===== src/core/dtc_pkg.sv =====
package dtc_pkg;

  localparam int ADDR_W = 24;
  localparam int DATA_W = 16;
  localparam int DEPTH = 64;
  localparam int PTR_W = 6;

  // Trace modes
  typedef enum logic [1:0]
  {
    DTC_MODE_NORMAL = 2'h0,
    DTC_MODE_LOOP = 2'h1,
    DTC_MODE_DETAIL = 2'h2,
    DTC_MODE_PURE_PC = 2'h3
  } dtc_mode_t;

  // Traced source select
  typedef enum logic [1:0]
  {
    DTC_SRC_BOTH = 2'h0,
    DTC_SRC_COPRO = 2'h1,
    DTC_SRC_MAIN = 2'h2
  } dtc_src_t;

  // Change-of-flow entry kinds
  typedef enum logic [1:0]
  {
    DTC_COF_SOURCE = 2'h0,
    DTC_COF_DEST = 2'h1,
    DTC_COF_VECTOR = 2'h2
  } dtc_cof_t;

  // Main processor bus cycle kinds
  typedef enum logic [2:0]
  {
    DTC_CYC_FREE = 3'h0,
    DTC_CYC_OPFETCH = 3'h1,
    DTC_CYC_READ = 3'h2,
    DTC_CYC_WRITE = 3'h3,
    DTC_CYC_VECTOR = 3'h4
  } dtc_cyc_t;

  // Info byte bit positions
  localparam int INF_RW_BIT = 0;
  localparam int INF_SZ_BIT = 1;
  localparam int INF_COF_LSB = 2;
  localparam int INF_CX_LSB = 4;
  localparam int INF_SRC_BIT = 7;

  // Address byte positions within a 24-bit address
  localparam int ADDR_HI_LSB = 16;
  localparam int ADDR_MID_LSB = 8;
  localparam int ADDR_LO_LSB = 0;
  localparam int BYTE_W = 8;

  localparam logic INF_SRC_MAIN = 1'b0;
  localparam logic INF_SRC_COPRO = 1'b1;

  // Range select codes
  localparam logic [1:0] RANGE_OFF = 2'h0;
  localparam logic [1:0] RANGE_INSIDE = 2'h3;

  // Coprocessor activity codes
  localparam logic [1:0] CX_IDLE = 2'h0;
  localparam logic [1:0] CX_RUN = 2'h1;
  localparam logic [1:0] CX_LOAD = 2'h2;
  localparam logic [1:0] CX_STORE = 2'h3;

  typedef struct packed
  {
    logic valid;
    logic [ADDR_W-1:0] addr;
    logic [DATA_W-1:0] data;
    logic write;
    logic word;
    dtc_cyc_t cyc;
    dtc_cof_t cof_kind;
    logic change_of_flow;
    logic opcode_exec;
    logic [ADDR_W-1:0] pc;
  } dtc_main_bus_t;

  typedef struct packed
  {
    logic valid;
    logic [ADDR_W-1:0] addr;
    logic [DATA_W-1:0] data;
    logic write;
    logic word;
    logic load_store;
    logic vec_gpr_init;
    dtc_cof_t cof_kind;
    logic change_of_flow;
    logic opcode_exec;
    logic active;
    logic [ADDR_W-1:0] pc;
  } dtc_copro_bus_t;

  // One trace buffer line
  typedef struct packed
  {
    logic [7:0] addr_high_byte;
    logic [7:0] addr_mid_byte;
    logic [7:0] addr_low_byte;
    logic [7:0] info_byte;
    logic [DATA_W-1:0] data;
    logic [ADDR_W-1:0] snap_pc;
  } dtc_line_t;

endpackage


===== src/core/dtc_buffer.sv =====
`timescale 1ns/1ps
`default_nettype none
module dtc_buffer
(
  input wire logic clk,
  input wire logic rst_n,
  input wire logic wr_en,
  input wire dtc_pkg::dtc_line_t wr_line,
  input wire logic [dtc_pkg::PTR_W-1:0] rd_idx,
  output dtc_pkg::dtc_line_t rd_line,
  output logic [dtc_pkg::PTR_W-1:0] wr_ptr,
  output logic wrapped
);

  dtc_pkg::dtc_line_t mem_r [dtc_pkg::DEPTH];
  logic [dtc_pkg::PTR_W-1:0] ptr_r;
  logic wrap_r;
  dtc_pkg::dtc_line_t rd_r;

  always_ff @(posedge clk)
  begin
    if (!rst_n)
    begin
      ptr_r <= '0;
      wrap_r <= 1'b0;
    end
    else if (wr_en)
    begin
      mem_r[ptr_r] <= wr_line;
      ptr_r <= ptr_r + 1'b1;
      if (&ptr_r)
      begin
        wrap_r <= 1'b1;
      end
    end
  end

  always_ff @(posedge clk)
  begin
    if (!rst_n)
    begin
      rd_r <= '0;
    end
    else
    begin
      rd_r <= mem_r[rd_idx];
    end
  end

  assign rd_line = rd_r;
  assign wr_ptr = ptr_r;
  assign wrapped = wrap_r;

endmodule
`default_nettype wire


===== src/core/dtc_capture.sv =====
`timescale 1ns/1ps
`default_nettype none
module dtc_capture
(
  input wire logic clk,
  input wire logic rst_n,
  input wire logic trace_enable,
  input wire dtc_pkg::dtc_mode_t mode,
  input wire dtc_pkg::dtc_src_t trace_src,
  input wire logic [1:0] trace_range_select,
  input wire logic [dtc_pkg::ADDR_W-1:0] comp_c_addr,
  input wire logic [dtc_pkg::ADDR_W-1:0] comp_d_addr,
  input wire dtc_pkg::dtc_main_bus_t main_bus,
  input wire dtc_pkg::dtc_copro_bus_t copro_bus,
  input wire logic [dtc_pkg::PTR_W-1:0] rd_idx,
  output dtc_pkg::dtc_line_t rd_line,
  output logic [dtc_pkg::PTR_W-1:0] wr_ptr,
  output logic wrapped,
  output logic entry_stb,
  output logic dropped_stb
);

  // Splits an address and builds the info byte
  function automatic dtc_pkg::dtc_line_t make_line
  (
    input logic [dtc_pkg::ADDR_W-1:0] a,
    input logic src,
    input logic wr,
    input logic wd,
    input logic [1:0] cof_k,
    input logic [1:0] cx,
    input logic [dtc_pkg::DATA_W-1:0] d,
    input logic [dtc_pkg::ADDR_W-1:0] spc
  );
    dtc_pkg::dtc_line_t l;
    l = '0;
    l.addr_high_byte = a[dtc_pkg::ADDR_HI_LSB +: dtc_pkg::BYTE_W];
    l.addr_mid_byte = a[dtc_pkg::ADDR_MID_LSB +: dtc_pkg::BYTE_W];
    l.addr_low_byte = a[dtc_pkg::ADDR_LO_LSB +: dtc_pkg::BYTE_W];
    l.info_byte[dtc_pkg::INF_SRC_BIT] = src;
    l.info_byte[dtc_pkg::INF_RW_BIT] = wr;
    l.info_byte[dtc_pkg::INF_SZ_BIT] = wd;
    l.info_byte[dtc_pkg::INF_COF_LSB +: 2] = cof_k;
    l.info_byte[dtc_pkg::INF_CX_LSB +: 2] = cx;
    l.data = d;
    l.snap_pc = spc;
    return l;
  endfunction

  wire logic mode_cof;
  wire logic mode_loop;
  wire logic mode_detail;
  wire logic mode_pc;
  wire logic use_main;
  wire logic use_copro;
  wire logic main_only;
  wire logic in_range;
  wire logic main_det_ok;
  wire logic copro_det_ok;
  wire logic main_cand;
  wire logic copro_cand;
  wire logic pick_main;
  wire logic cand_valid;
  wire logic cand_source;
  wire logic drop;
  wire logic store;
  wire logic [1:0] cx_code;
  wire logic [dtc_pkg::ADDR_W-1:0] cand_addr;
  dtc_pkg::dtc_line_t main_line;
  dtc_pkg::dtc_line_t copro_line;
  dtc_pkg::dtc_line_t cand_line;
  logic copro_pend_r;
  logic copro_pend_nxt;
  dtc_pkg::dtc_copro_bus_t copro_hold_r;
  dtc_pkg::dtc_copro_bus_t copro_sel;
  logic entry_r;
  logic dropped_r;

  assign mode_loop = (mode == dtc_pkg::DTC_MODE_LOOP);
  assign mode_cof = (mode == dtc_pkg::DTC_MODE_NORMAL) || mode_loop;
  assign mode_detail = (mode == dtc_pkg::DTC_MODE_DETAIL);
  assign mode_pc = (mode == dtc_pkg::DTC_MODE_PURE_PC);
  assign use_main = (trace_src != dtc_pkg::DTC_SRC_COPRO);
  assign use_copro = (trace_src != dtc_pkg::DTC_SRC_MAIN);
  assign main_only = (trace_src == dtc_pkg::DTC_SRC_MAIN);

  assign in_range = (main_bus.addr >= comp_c_addr) && (main_bus.addr <= comp_d_addr);

  assign main_det_ok = (main_bus.cyc != dtc_pkg::DTC_CYC_FREE)
    && (main_bus.cyc != dtc_pkg::DTC_CYC_OPFETCH)
    && (!main_only || (trace_range_select != dtc_pkg::RANGE_INSIDE) || in_range);

  assign copro_det_ok = copro_sel.load_store && !copro_sel.vec_gpr_init;

  assign main_cand = trace_enable && use_main && main_bus.valid
    && ((mode_cof && main_bus.change_of_flow) || (mode_detail && main_det_ok)
    || (mode_pc && main_bus.opcode_exec));

  assign copro_cand = trace_enable && use_copro && copro_sel.valid
    && ((mode_cof && copro_sel.change_of_flow) || (mode_detail && copro_det_ok)
    || (mode_pc && copro_sel.opcode_exec));

  // Main has priority, coprocessor event held until a cycle without a main candidate
  assign pick_main = main_cand;
  assign cand_valid = main_cand || copro_cand;

  always_comb
  begin
    copro_sel = copro_pend_r ? copro_hold_r : copro_bus;
    copro_pend_nxt = 1'b0;
    if (main_cand && copro_cand)
    begin
      copro_pend_nxt = 1'b1;
    end
  end

  assign cx_code = !copro_bus.active ? dtc_pkg::CX_IDLE
    : !copro_bus.load_store ? dtc_pkg::CX_RUN
    : copro_bus.write ? dtc_pkg::CX_STORE : dtc_pkg::CX_LOAD;

  always_comb
  begin
    main_line = '0;
    copro_line = '0;
    if (mode_detail)
    begin
      main_line = make_line(main_bus.addr, dtc_pkg::INF_SRC_MAIN, main_bus.write,
        main_bus.word, 2'h0, cx_code, main_bus.data, copro_bus.pc);
      copro_line = make_line(copro_sel.addr, dtc_pkg::INF_SRC_COPRO, copro_sel.write,
        copro_sel.word, 2'h0, 2'h0, copro_sel.data, main_bus.pc);
    end
    else
    begin
      main_line = make_line(main_bus.addr, dtc_pkg::INF_SRC_MAIN, 1'b0, 1'b0,
        main_bus.cof_kind, 2'h0, '0, '0);
      copro_line = make_line(copro_sel.addr, dtc_pkg::INF_SRC_COPRO, 1'b0, 1'b0,
        copro_sel.cof_kind, 2'h0, '0, '0);
    end
  end

  assign cand_line = pick_main ? main_line : copro_line;
  assign cand_addr = pick_main ? main_bus.addr : copro_sel.addr;
  assign cand_source = pick_main ? (main_bus.cof_kind == dtc_pkg::DTC_COF_SOURCE)
    : (copro_sel.cof_kind == dtc_pkg::DTC_COF_SOURCE);

  dtc_loop_filter u_filter
  (
    .clk(clk),
    .rst_n(rst_n),
    .enable(mode_loop),
    .cand_valid(cand_valid),
    .is_source(cand_source),
    .cand_addr(cand_addr),
    .stored(store),
    .drop(drop)
  );

  assign store = cand_valid && !drop;

  dtc_buffer u_buf
  (
    .clk(clk),
    .rst_n(rst_n),
    .wr_en(store),
    .wr_line(cand_line),
    .rd_idx(rd_idx),
    .rd_line(rd_line),
    .wr_ptr(wr_ptr),
    .wrapped(wrapped)
  );

  always_ff @(posedge clk)
  begin
    if (!rst_n)
    begin
      copro_pend_r <= 1'b0;
      copro_hold_r <= '0;
      entry_r <= 1'b0;
      dropped_r <= 1'b0;
    end
    else
    begin
      copro_pend_r <= copro_pend_nxt;
      copro_hold_r <= copro_sel;
      entry_r <= store;
      dropped_r <= cand_valid && drop;
    end
  end

  assign entry_stb = entry_r;
  assign dropped_stb = dropped_r;

endmodule
`default_nettype wire


===== src/core/dtc_loop_filter.sv =====
`timescale 1ns/1ps
`default_nettype none
module dtc_loop_filter
(
  input wire logic clk,
  input wire logic rst_n,
  input wire logic enable,
  input wire logic cand_valid,
  input wire logic is_source,
  input wire logic [dtc_pkg::ADDR_W-1:0] cand_addr,
  input wire logic stored,
  output logic drop
);

  logic [dtc_pkg::ADDR_W-1:0] hold_r;
  logic hold_vld_r;
  wire logic match;

  assign match = hold_vld_r && (hold_r == cand_addr);
  assign drop = enable && cand_valid && is_source && match;

  always_ff @(posedge clk)
  begin
    if (!rst_n)
    begin
      hold_r <= '0;
      hold_vld_r <= 1'b0;
    end
    else if (stored)
    begin
      hold_r <= cand_addr;
      hold_vld_r <= 1'b1;
    end
  end

endmodule
`default_nettype wire


===== config.mk =====
export PLATFORM = sky130hd
export DESIGN_NAME = dtc_capture
export DESIGN_NICKNAME = d
export VERILOG_FILES = /design/src/core/dtc_pkg.sv /design/src/core/dtc_buffer.sv /design/src/core/dtc_capture.sv /design/src/core/dtc_loop_filter.sv
export SDC_FILE = /design/constraint.sdc
export NUM_CORES = 2
export LEC_CHECK = 0
export BUFFER_PORTS_ARGS = -buffer_cell sky130_fd_sc_hd__buf_4
export CORE_MARGIN = 10
export CORE_UTILIZATION = 30
export DETAILED_ROUTE_END_ITERATION = 10
export GPL_ROUTABILITY_DRIVEN = 0
export PLACE_DENSITY_LB_ADDON = 0.1
export SETUP_SLACK_MARGIN = 0.5
export SLEW_MARGIN = 20
export SYNTH_ARGS = -nofsm -noshare
export SYNTH_HDL_FRONTEND = slang
export SYNTH_MEMORY_MAX_BITS = 65536
export SYNTH_SLANG_ARGS = --single-unit

===== constraint.sdc =====
create_clock -name clk -period 13.15 [get_ports clk]
set_input_delay 3.2875 -clock clk [delete_from_list [all_inputs] [get_ports clk]]
set_output_delay 3.2875 -clock clk [all_outputs]
set_load 0.02 [all_outputs]

* Word level (Yosys, flattened, before mapping)
Memories as Yosys holds them, arrays and structs flattened. A register that Yosys moved wholly into a read port is not among the register bits.
Cells that the tools add are included.
** Operators by class
- $add $sub $neg :: 1
- $mul :: 0
- Div/mod/pow operators :: 0
- Magnitude comparators :: 2
- Equality and inequality tests :: 9
- Shifts and indexed selects :: 0
- Mux-type cells :: 13
- Bitwise gates (word level) :: 0
- Reductions and logical operators :: 40
** Operator list (count)
- 2-to-1 mux 74 bit :: 1
- 2-to-1 mux 72 bit :: 1
- 2-to-1 mux 46 bit :: 1
- 2-to-1 mux 44 bit :: 1
- == test 24 bit :: 1
- >= comparator 24 bit :: 1
- less-or-equal comparator 24 bit :: 1
- 2-to-1 mux 24 bit :: 1
- logical AND 1 bit :: 23
- logical OR 1 bit :: 8
- AND reduction 7 bit :: 1
- adder 6 x 1 -> 6 bit (second input constant) :: 1
- == test 2 bit (second input constant) :: 3
- zero test 2 bit :: 3
- 2-to-1 mux 1 bit :: 6
- zero test 1 bit :: 4
- 2-to-1 mux 2 bit :: 2
- != test 2 bit (second input constant) :: 2
- != test 3 x 1 -> 1 bit (second input constant) :: 1
- nonzero test 3 bit :: 1
- == test 2 x 1 -> 1 bit (second input constant) :: 1
- != test 2 x 1 -> 1 bit (second input constant) :: 1
** Word-level totals
- Bits in registers :: 109
- Latch bits :: 0
- RAM bits :: 4608
- Memory bits (read-only) :: 0
- Input bits :: 211
- Output and inout bits :: 81
- Word-level logic and storage cells :: 85
- Memories kept :: 1
** Memories
- u_buf.mem_r :: depth 64, width 72, rd ports 1, clocked after Yosys merged registers in 1, wr ports 1, RTL line dtc_buffer.sv:15 : dtc_pkg::dtc_line_t mem_r [dtc_pkg::DEPTH];

* Longest topological paths before layout
- Word-level depth :: 18
- Depth in mapped cells :: 17
- Depth with buffers taken out :: 15

* Cells and area by module
From an unflattened synthesis, not the netlist that was laid out.
** Unflattened totals
- Cells, all modules :: 8608
- Area total of the unflattened synthesis :: 182990.5 um^2
** By module, submodules not included
- dtc_buffer :: instances 1, cells each 7931, area an instance 177183.7 um^2, sequential area each 139954.2 um^2
- dtc_capture :: instances 1, cells each 564, area an instance 4613.2 um^2, sequential area each 1041.0 um^2
- dtc_loop_filter :: instances 1, cells each 113, area an instance 1193.6 um^2, sequential area each 500.5 um^2

* Worst setup path after synthesis
Ideal clock, no wire load.
- Kind :: in2reg
- Start :: in comp_c_addr[11] (netlist name)
- End :: mem u_buf.mem_r[35][0] (netlist name) (enable)
- Library setup time :: 0.501 ns
- Arrival time :: 10.371 ns
- Data required time :: 12.649 ns
- Path slack :: 2.278 ns
- Stages on the path :: 17
- Path buffers :: 2
- Cells stage by stage :: inv_1 ha_1 a21oi_1 o21ai_1 a211o_1 o311ai_1 a311o_1 o21ai_4 inv_2 buf_6 mux2i_2 xor2_1 nor4_2 a31o_1 or4_1 buf_2 nor2_1
** Between the ends
- Cells in the longest elaborated chain, start to end :: 17
- Elaborated cells on any way between the ends :: 21
- Classes of those cells :: order compare: 1; eq/ne: 1; mux: 5; reduce/logical: 14
** RTL lines
- start, declared :: RTL line dtc_capture.sv:11 : input wire logic [dtc_pkg::ADDR_W-1:0] comp_c_addr,
- >= comparator 24 bit :: RTL line dtc_capture.sv:87 : assign in_range = (main_bus.addr >= comp_c_addr) && (main_bus.addr <= comp_d_addr);
- logical AND 1 bit :: RTL line dtc_capture.sv:87
- logical OR 1 bit :: RTL line dtc_capture.sv:91 : && (!main_only || (trace_range_select != dtc_pkg::RANGE_INSIDE) || in_range);
- logical AND 1 bit :: RTL line dtc_capture.sv:91
- logical AND 1 bit :: RTL line dtc_capture.sv:96 : && ((mode_cof && main_bus.change_of_flow) || (mode_detail && main_det_ok)
- logical OR 1 bit :: RTL line dtc_capture.sv:96
- logical OR 1 bit :: RTL line dtc_capture.sv:97 : || (mode_pc && main_bus.opcode_exec));
- logical AND 1 bit :: RTL line dtc_capture.sv:96
- [... 1 more ...]
- named net cand_addr (one bit) :: RTL line dtc_capture.sv:68 : wire logic [dtc_pkg::ADDR_W-1:0] cand_addr;
- == test 24 bit :: RTL line dtc_loop_filter.sv:19 : assign match = hold_vld_r && (hold_r == cand_addr);
- logical AND 1 bit :: RTL line dtc_loop_filter.sv:19
- logical AND 1 bit :: RTL line dtc_loop_filter.sv:20 : assign drop = enable && cand_valid && is_source && match;
- zero test 1 bit :: RTL line dtc_capture.sv:158 : assign store = cand_valid && !drop;
- logical AND 1 bit :: RTL line dtc_capture.sv:158
- 2-to-1 mux 1 bit :: RTL line dtc_buffer.sv:27 : else if (wr_en)
- 2-to-1 mux 1 bit :: RTL line dtc_buffer.sv:22 : if (!rst_n)
- 2-to-1 mux 1 bit (not written as such) :: RTL line dtc_buffer.sv:29 : mem_r[ptr_r] <= wr_line;
- end, declared :: RTL line dtc_buffer.sv:15
The timed path passes the listed nets, and every way through them passes these cells.

* Worst setup path after layout
- Start :: in main_bus[62] (netlist name)
- End :: mem u_buf.mem_r[28][33] (netlist name) (enable)
** Between the ends
- Cells in the longest elaborated chain, start to end :: 17
- Elaborated cells on any way between the ends :: 22
- Classes of those cells :: order compare: 2; eq/ne: 1; mux: 5; reduce/logical: 14
** RTL lines
- start, declared :: RTL line dtc_capture.sv:13 : input wire dtc_pkg::dtc_main_bus_t main_bus,
- >= comparator 24 bit or less-or-equal comparator 24 bit (tied branches) :: RTL line dtc_capture.sv:87
- logical AND 1 bit * :: RTL line dtc_capture.sv:87
- logical OR 1 bit * :: RTL line dtc_capture.sv:91
- logical AND 1 bit * :: RTL line dtc_capture.sv:91
- logical AND 1 bit * :: RTL line dtc_capture.sv:96
- logical OR 1 bit * :: RTL line dtc_capture.sv:96
- logical OR 1 bit * :: RTL line dtc_capture.sv:97
- logical AND 1 bit * :: RTL line dtc_capture.sv:96
- [... 1 more ...]
- named net cand_addr (one bit) :: RTL line dtc_capture.sv:68
- == test 24 bit * :: RTL line dtc_loop_filter.sv:19
- logical AND 1 bit * :: RTL line dtc_loop_filter.sv:19
- logical AND 1 bit * :: RTL line dtc_loop_filter.sv:20
- zero test 1 bit * :: RTL line dtc_capture.sv:158
- logical AND 1 bit * :: RTL line dtc_capture.sv:158
- 2-to-1 mux 1 bit * :: RTL line dtc_buffer.sv:27
- 2-to-1 mux 1 bit * :: RTL line dtc_buffer.sv:22
- 2-to-1 mux 1 bit (not written as such) * :: RTL line dtc_buffer.sv:29
Mark *: on every way through the listed nets, which the timed path passes. The rest lies on a longest branch.

==> impl_metrics.json <==
{
  "cts_max_path_buffers": 4,
  "crit_slowest_cell": "nor2_4",
  "met3_usage_pct": 2.523,
  "cts_root_buffer": "clkbuf_16",
  "finalPower_mw": 32.57,
  "critPathMaxStageDelay_ns": 1.09,
  "async_flop_share_pct": 0,
  "synth-edff-count": 4544,
  "hold_violations": 0,
  "placed_cells": 15382,
  "worst_ir_drop_vdd_mv": 0.1447,
  "p_int_mw": 25.42,
  "status": "completed",
  "skew_ns": 0.03677,
  "synthFlopType": "edfxtp_1",
  "setup_viol": 0,
  "slew_violations": 0,
  "clk_pin_slew_worst_paths_ns": 0.06,
  "cts_setup_buffers": 0,
  "min_path_type": "register to register",
  "start_util_pct": 30.15,
  "yosysSeqAreaShare_pct": 77.81,
  "r2r_slack_ns": 6.30,
  "drt_iter0_markers": 7661,
  "start_kind": "input port",
  "netlist_area_um2": 179300,
  "drt-total-wl_mm": 548.7,
  "io_buffers": 289,
  "h-tree-depth": 6,
  "clkLatencyLatePin_ns": 1.06,
  "top_usage_layer": "met2",
  "grt_pass1_vias": 88997,
  "track_usage_pct": 17.07,
  "fin_area_um2": 211500,
  "core_um2": 594900,
  "power_frac_seq_pct": 50.7,
  "end_kind": "register",
  "power.density_nw_per_um2": 154.0,
  "p_switching_mw": 7.144,
  "crit_cells": 18,
  "drive_gt1_share_pct": 34.25,
  "antenna_found_initial": 37,
  "fin_util_pct": 35.55,
  "worst_pin_slew_ns": 1.245,
  "clock-sinks": 4699,
  "period_share_pct": 71.05,
  "drc": 0,
  "slew_headroom_pct": 16.98,
  "fillCellCount": 54490,
  "rr_worst_depth": 13,
  "cts_hold_buf": 0,
  "synthesis.nets": 7617,
  "p_clk_share_pct": 44.1,
  "overflow": 0,
  "viasPerCell": 5.042,
  "io_pins": 292,
  "dp_hpwl_mm": 306.3,
  "cp_data_arrival_time_ns": 10.02,
  "min_period_ns": 9.343,
  "fp.dieW_um": 793.2,
  "dieArea_um2": 629100,
  "post_dp_cell_area_um2": 194700,
  "cp.required_ns": 13.83,
  "postCtsResizedCells": 0,
  "globalRouteMet2Util_pct": 28.73,
  "antenna_left": 0,
  "areaGrowthSynthToFinish_pct": 17.93,
  "synth-seq-cells": 4699,
  "crit_top_cell": "buf_4",
  "synthCells": 7357,
  "vias": 82509,
  "critPathTopFamily": "simple AND/OR/NAND/NOR gates",
  "rsz0062_at_grt": "false",
  "fin_setup_tns_ns": 0,
  "wl_per_cell_um": 33.53,
  "crit_buf_inv": 5,
  "path_max_fanout": 69,
  "synth_cell_types": 62,
  "grt_pass1_wl_mm": 754.3,
  "power_leakage_nw": 65.76,
  "synth_warnings": 0,
  "grt_use_met1_pct": 23.73,
  "drtPass1Iterations": 5,
  "fin_cells": 16364,
  "crit_type": "input port to register",
  "syn_avg_cell_area_um2": 24.38,
  "critical_path.cell_chain": "buf_4 -> ha_1 -> a21oi_1 -> o21ai_0 -> a21oi_1 -> and3b_1 -> a221oi_1 -> o21ai_4 -> inv_8 -> mux2i_4 -> buf_4 -> xor2_1 -> nor4_2 -> a31oi_4 -> buf_4 -> nand4_1 -> nor2_4 -> buf_12",
  "layout.nets": 8349,
  "fmax_ghz": 0.1070,
  "p_sw_share_pct": 21.94,
  "die_y_um": 793.2,
  "drv_cap": 0,
  "cts_tree": "yes",
  "grt_max_degree": 125,
  "cts_buffers": 541,
  "comb_power_share_pct": 5.2,
  "hold_path_depth": 2,
  "rows": 283
}
sequential cells by signal, indices dropped and copies added (netlist names):
name and flops:
copro_hold_r 49, dropped_stb 1, copro_pend_r 1, u_buf.rd_line 71, u_buf.wrapped 1, u_buf.wr_ptr 6
u_buf.mem_r 4544, u_filter.hold_vld_r 1, entry_stb 1, u_filter.hold_r 24
layer usage:
layer	share of wire, %	routed length (um)
met1	44	241900
met2	50	271600
met3	4.6	25020
met4	1.8	10120
met5	0.0033	18
worst reg2reg max path, cell delays in order, from the launching register on:
cell and delay (ns):
dfxtp_4 0.70, buf_4 0.61, nand2_1 0.27, o22ai_1 0.43
buf_4 0.31, o21ai_0 0.13, a2111oi_0 0.53, buf_4 0.24
nor2_1 0.09, a31oi_4 0.38, buf_4 0.37, nand4_1 0.74
nor2_4 1.09, buf_12 0.36
Yosys cell counts, drive strengths merged (2+ instances only):
cell type,n,area share [%]
o211ai,3,0.013
nand2,91,0.19
and4,2,0.0098
xor2,6,0.029
nand3,24,0.067
nand4,13,0.045
buf,128,0.28
a21boi,2,0.0084
a211oi,21,0.088
nor2b,5,0.017
a222oi,3,0.017
dfxtp,155,1.7
and3,6,0.021
mux2i,81,0.47
inv,81,0.17
edfxtp,4544,76
nor3,2,0.0056
o22ai,7,0.024
o2111ai,2,0.0098
xnor2,7,0.034
a2111oi,2,0.0098
a21oi,52,0.15
a31oi,2,0.015
mux4,1491,19
o221ai,2,0.0098
mux2,2,0.013
or4,2,0.0084
nor4,3,0.017
o21ai,38,0.11
ha,49,0.34
nand2b,5,0.017
and2,71,0.25
o2bb2ai,3,0.015
clkbuf,256,0.54
a21o,8,0.033
nor2,169,0.35
a221oi,3,0.015
a22o,2,0.0098
layout make-up:
type | count | area (um^2) | area share, %
Tap cell | 7837 | 9806 | 4.636
Sequential cell | 4699 | 139600 | 65.98
Clock inverter | 272 | 2215 | 1.047
Antenna cell | 11 | 27.53 | 0.01301
Inverter | 81 | 314.1 | 0.1485
Clock buffer | 698 | 14550 | 6.879
Timing Repair Buffer | 573 | 5728 | 2.708
Multi-Input combinational cell | 2193 | 39310 | 18.58
placed cells by master, fill, tap and decap left out, drive strengths merged, types with 24 or more instances in the layout:
| master | synthesis | layout |
|---|---|---|
| a21oi | 52 | 52 |
| clkinv | 0 | 212 |
| mux2i | 81 | 81 |
| ha | 49 | 49 |
| and2 | 71 | 71 |
| edfxtp | 4544 | 4544 |
| dfxtp | 155 | 155 |
| nor2 | 169 | 169 |
| o21ai | 38 | 38 |
| clkbuf | 256 | 699 |
| mux4 | 1491 | 1491 |
| buf | 128 | 572 |
| nand2 | 91 | 91 |
| inv | 81 | 106 |
| nand3 | 24 | 24 |
power by group through the flow:
stage / registers (mW) / clock network, mW / logic [mW]
after global routing: 16.5 / 15.4 / 1.80
final: 16.5 / 14.4 / 1.68
after global placement: 16.8 / 0 / 1.72
after detailed placement: 16.8 / 0 / 1.74
after floorplan: 16.9 / 0 / 0.941
after CTS: 16.5 / 14.8 / 1.75
logic make-up after synthesis:
family                   count (synthesis)  synth area share (%)
buffers and inverters                  465                0.9844
adder cells (fa/ha/maj)                 49                0.3419
other                                    1              0.002091
AND/OR/NAND/NOR                        397                 1.021
AO/OA/AOI/OAI                          159                0.5700
flip-flops                            4699                 77.81
XOR/XNOR                                13               0.06349
multiplexers                          1574                 19.20
stage by stage:
stage | hold WS, ns | worst slack, ns
4_1_cts | 0.4823 | 3.706
3_5_place_dp | 0.4634 | 2.532
3_3_place_gp | 0.4553 | 2.379
5_1_grt | 0.4954 | 3.432
6_report | 0.4716 | 3.807
2_1_floorplan | 0.4408 | 2.278
worst paths after layout:
kind                                     from                  end
worst min register to register  u_buf.wrapped        u_buf.wrapped
worst min-delay path            u_buf.wrapped        u_buf.wrapped
worst max-delay path             main_bus[62]  u_buf.mem_r[28][33]
worst max register to register   copro_pend_r  u_buf.mem_r[28][33]
Power figures use the tool's default switching activity.
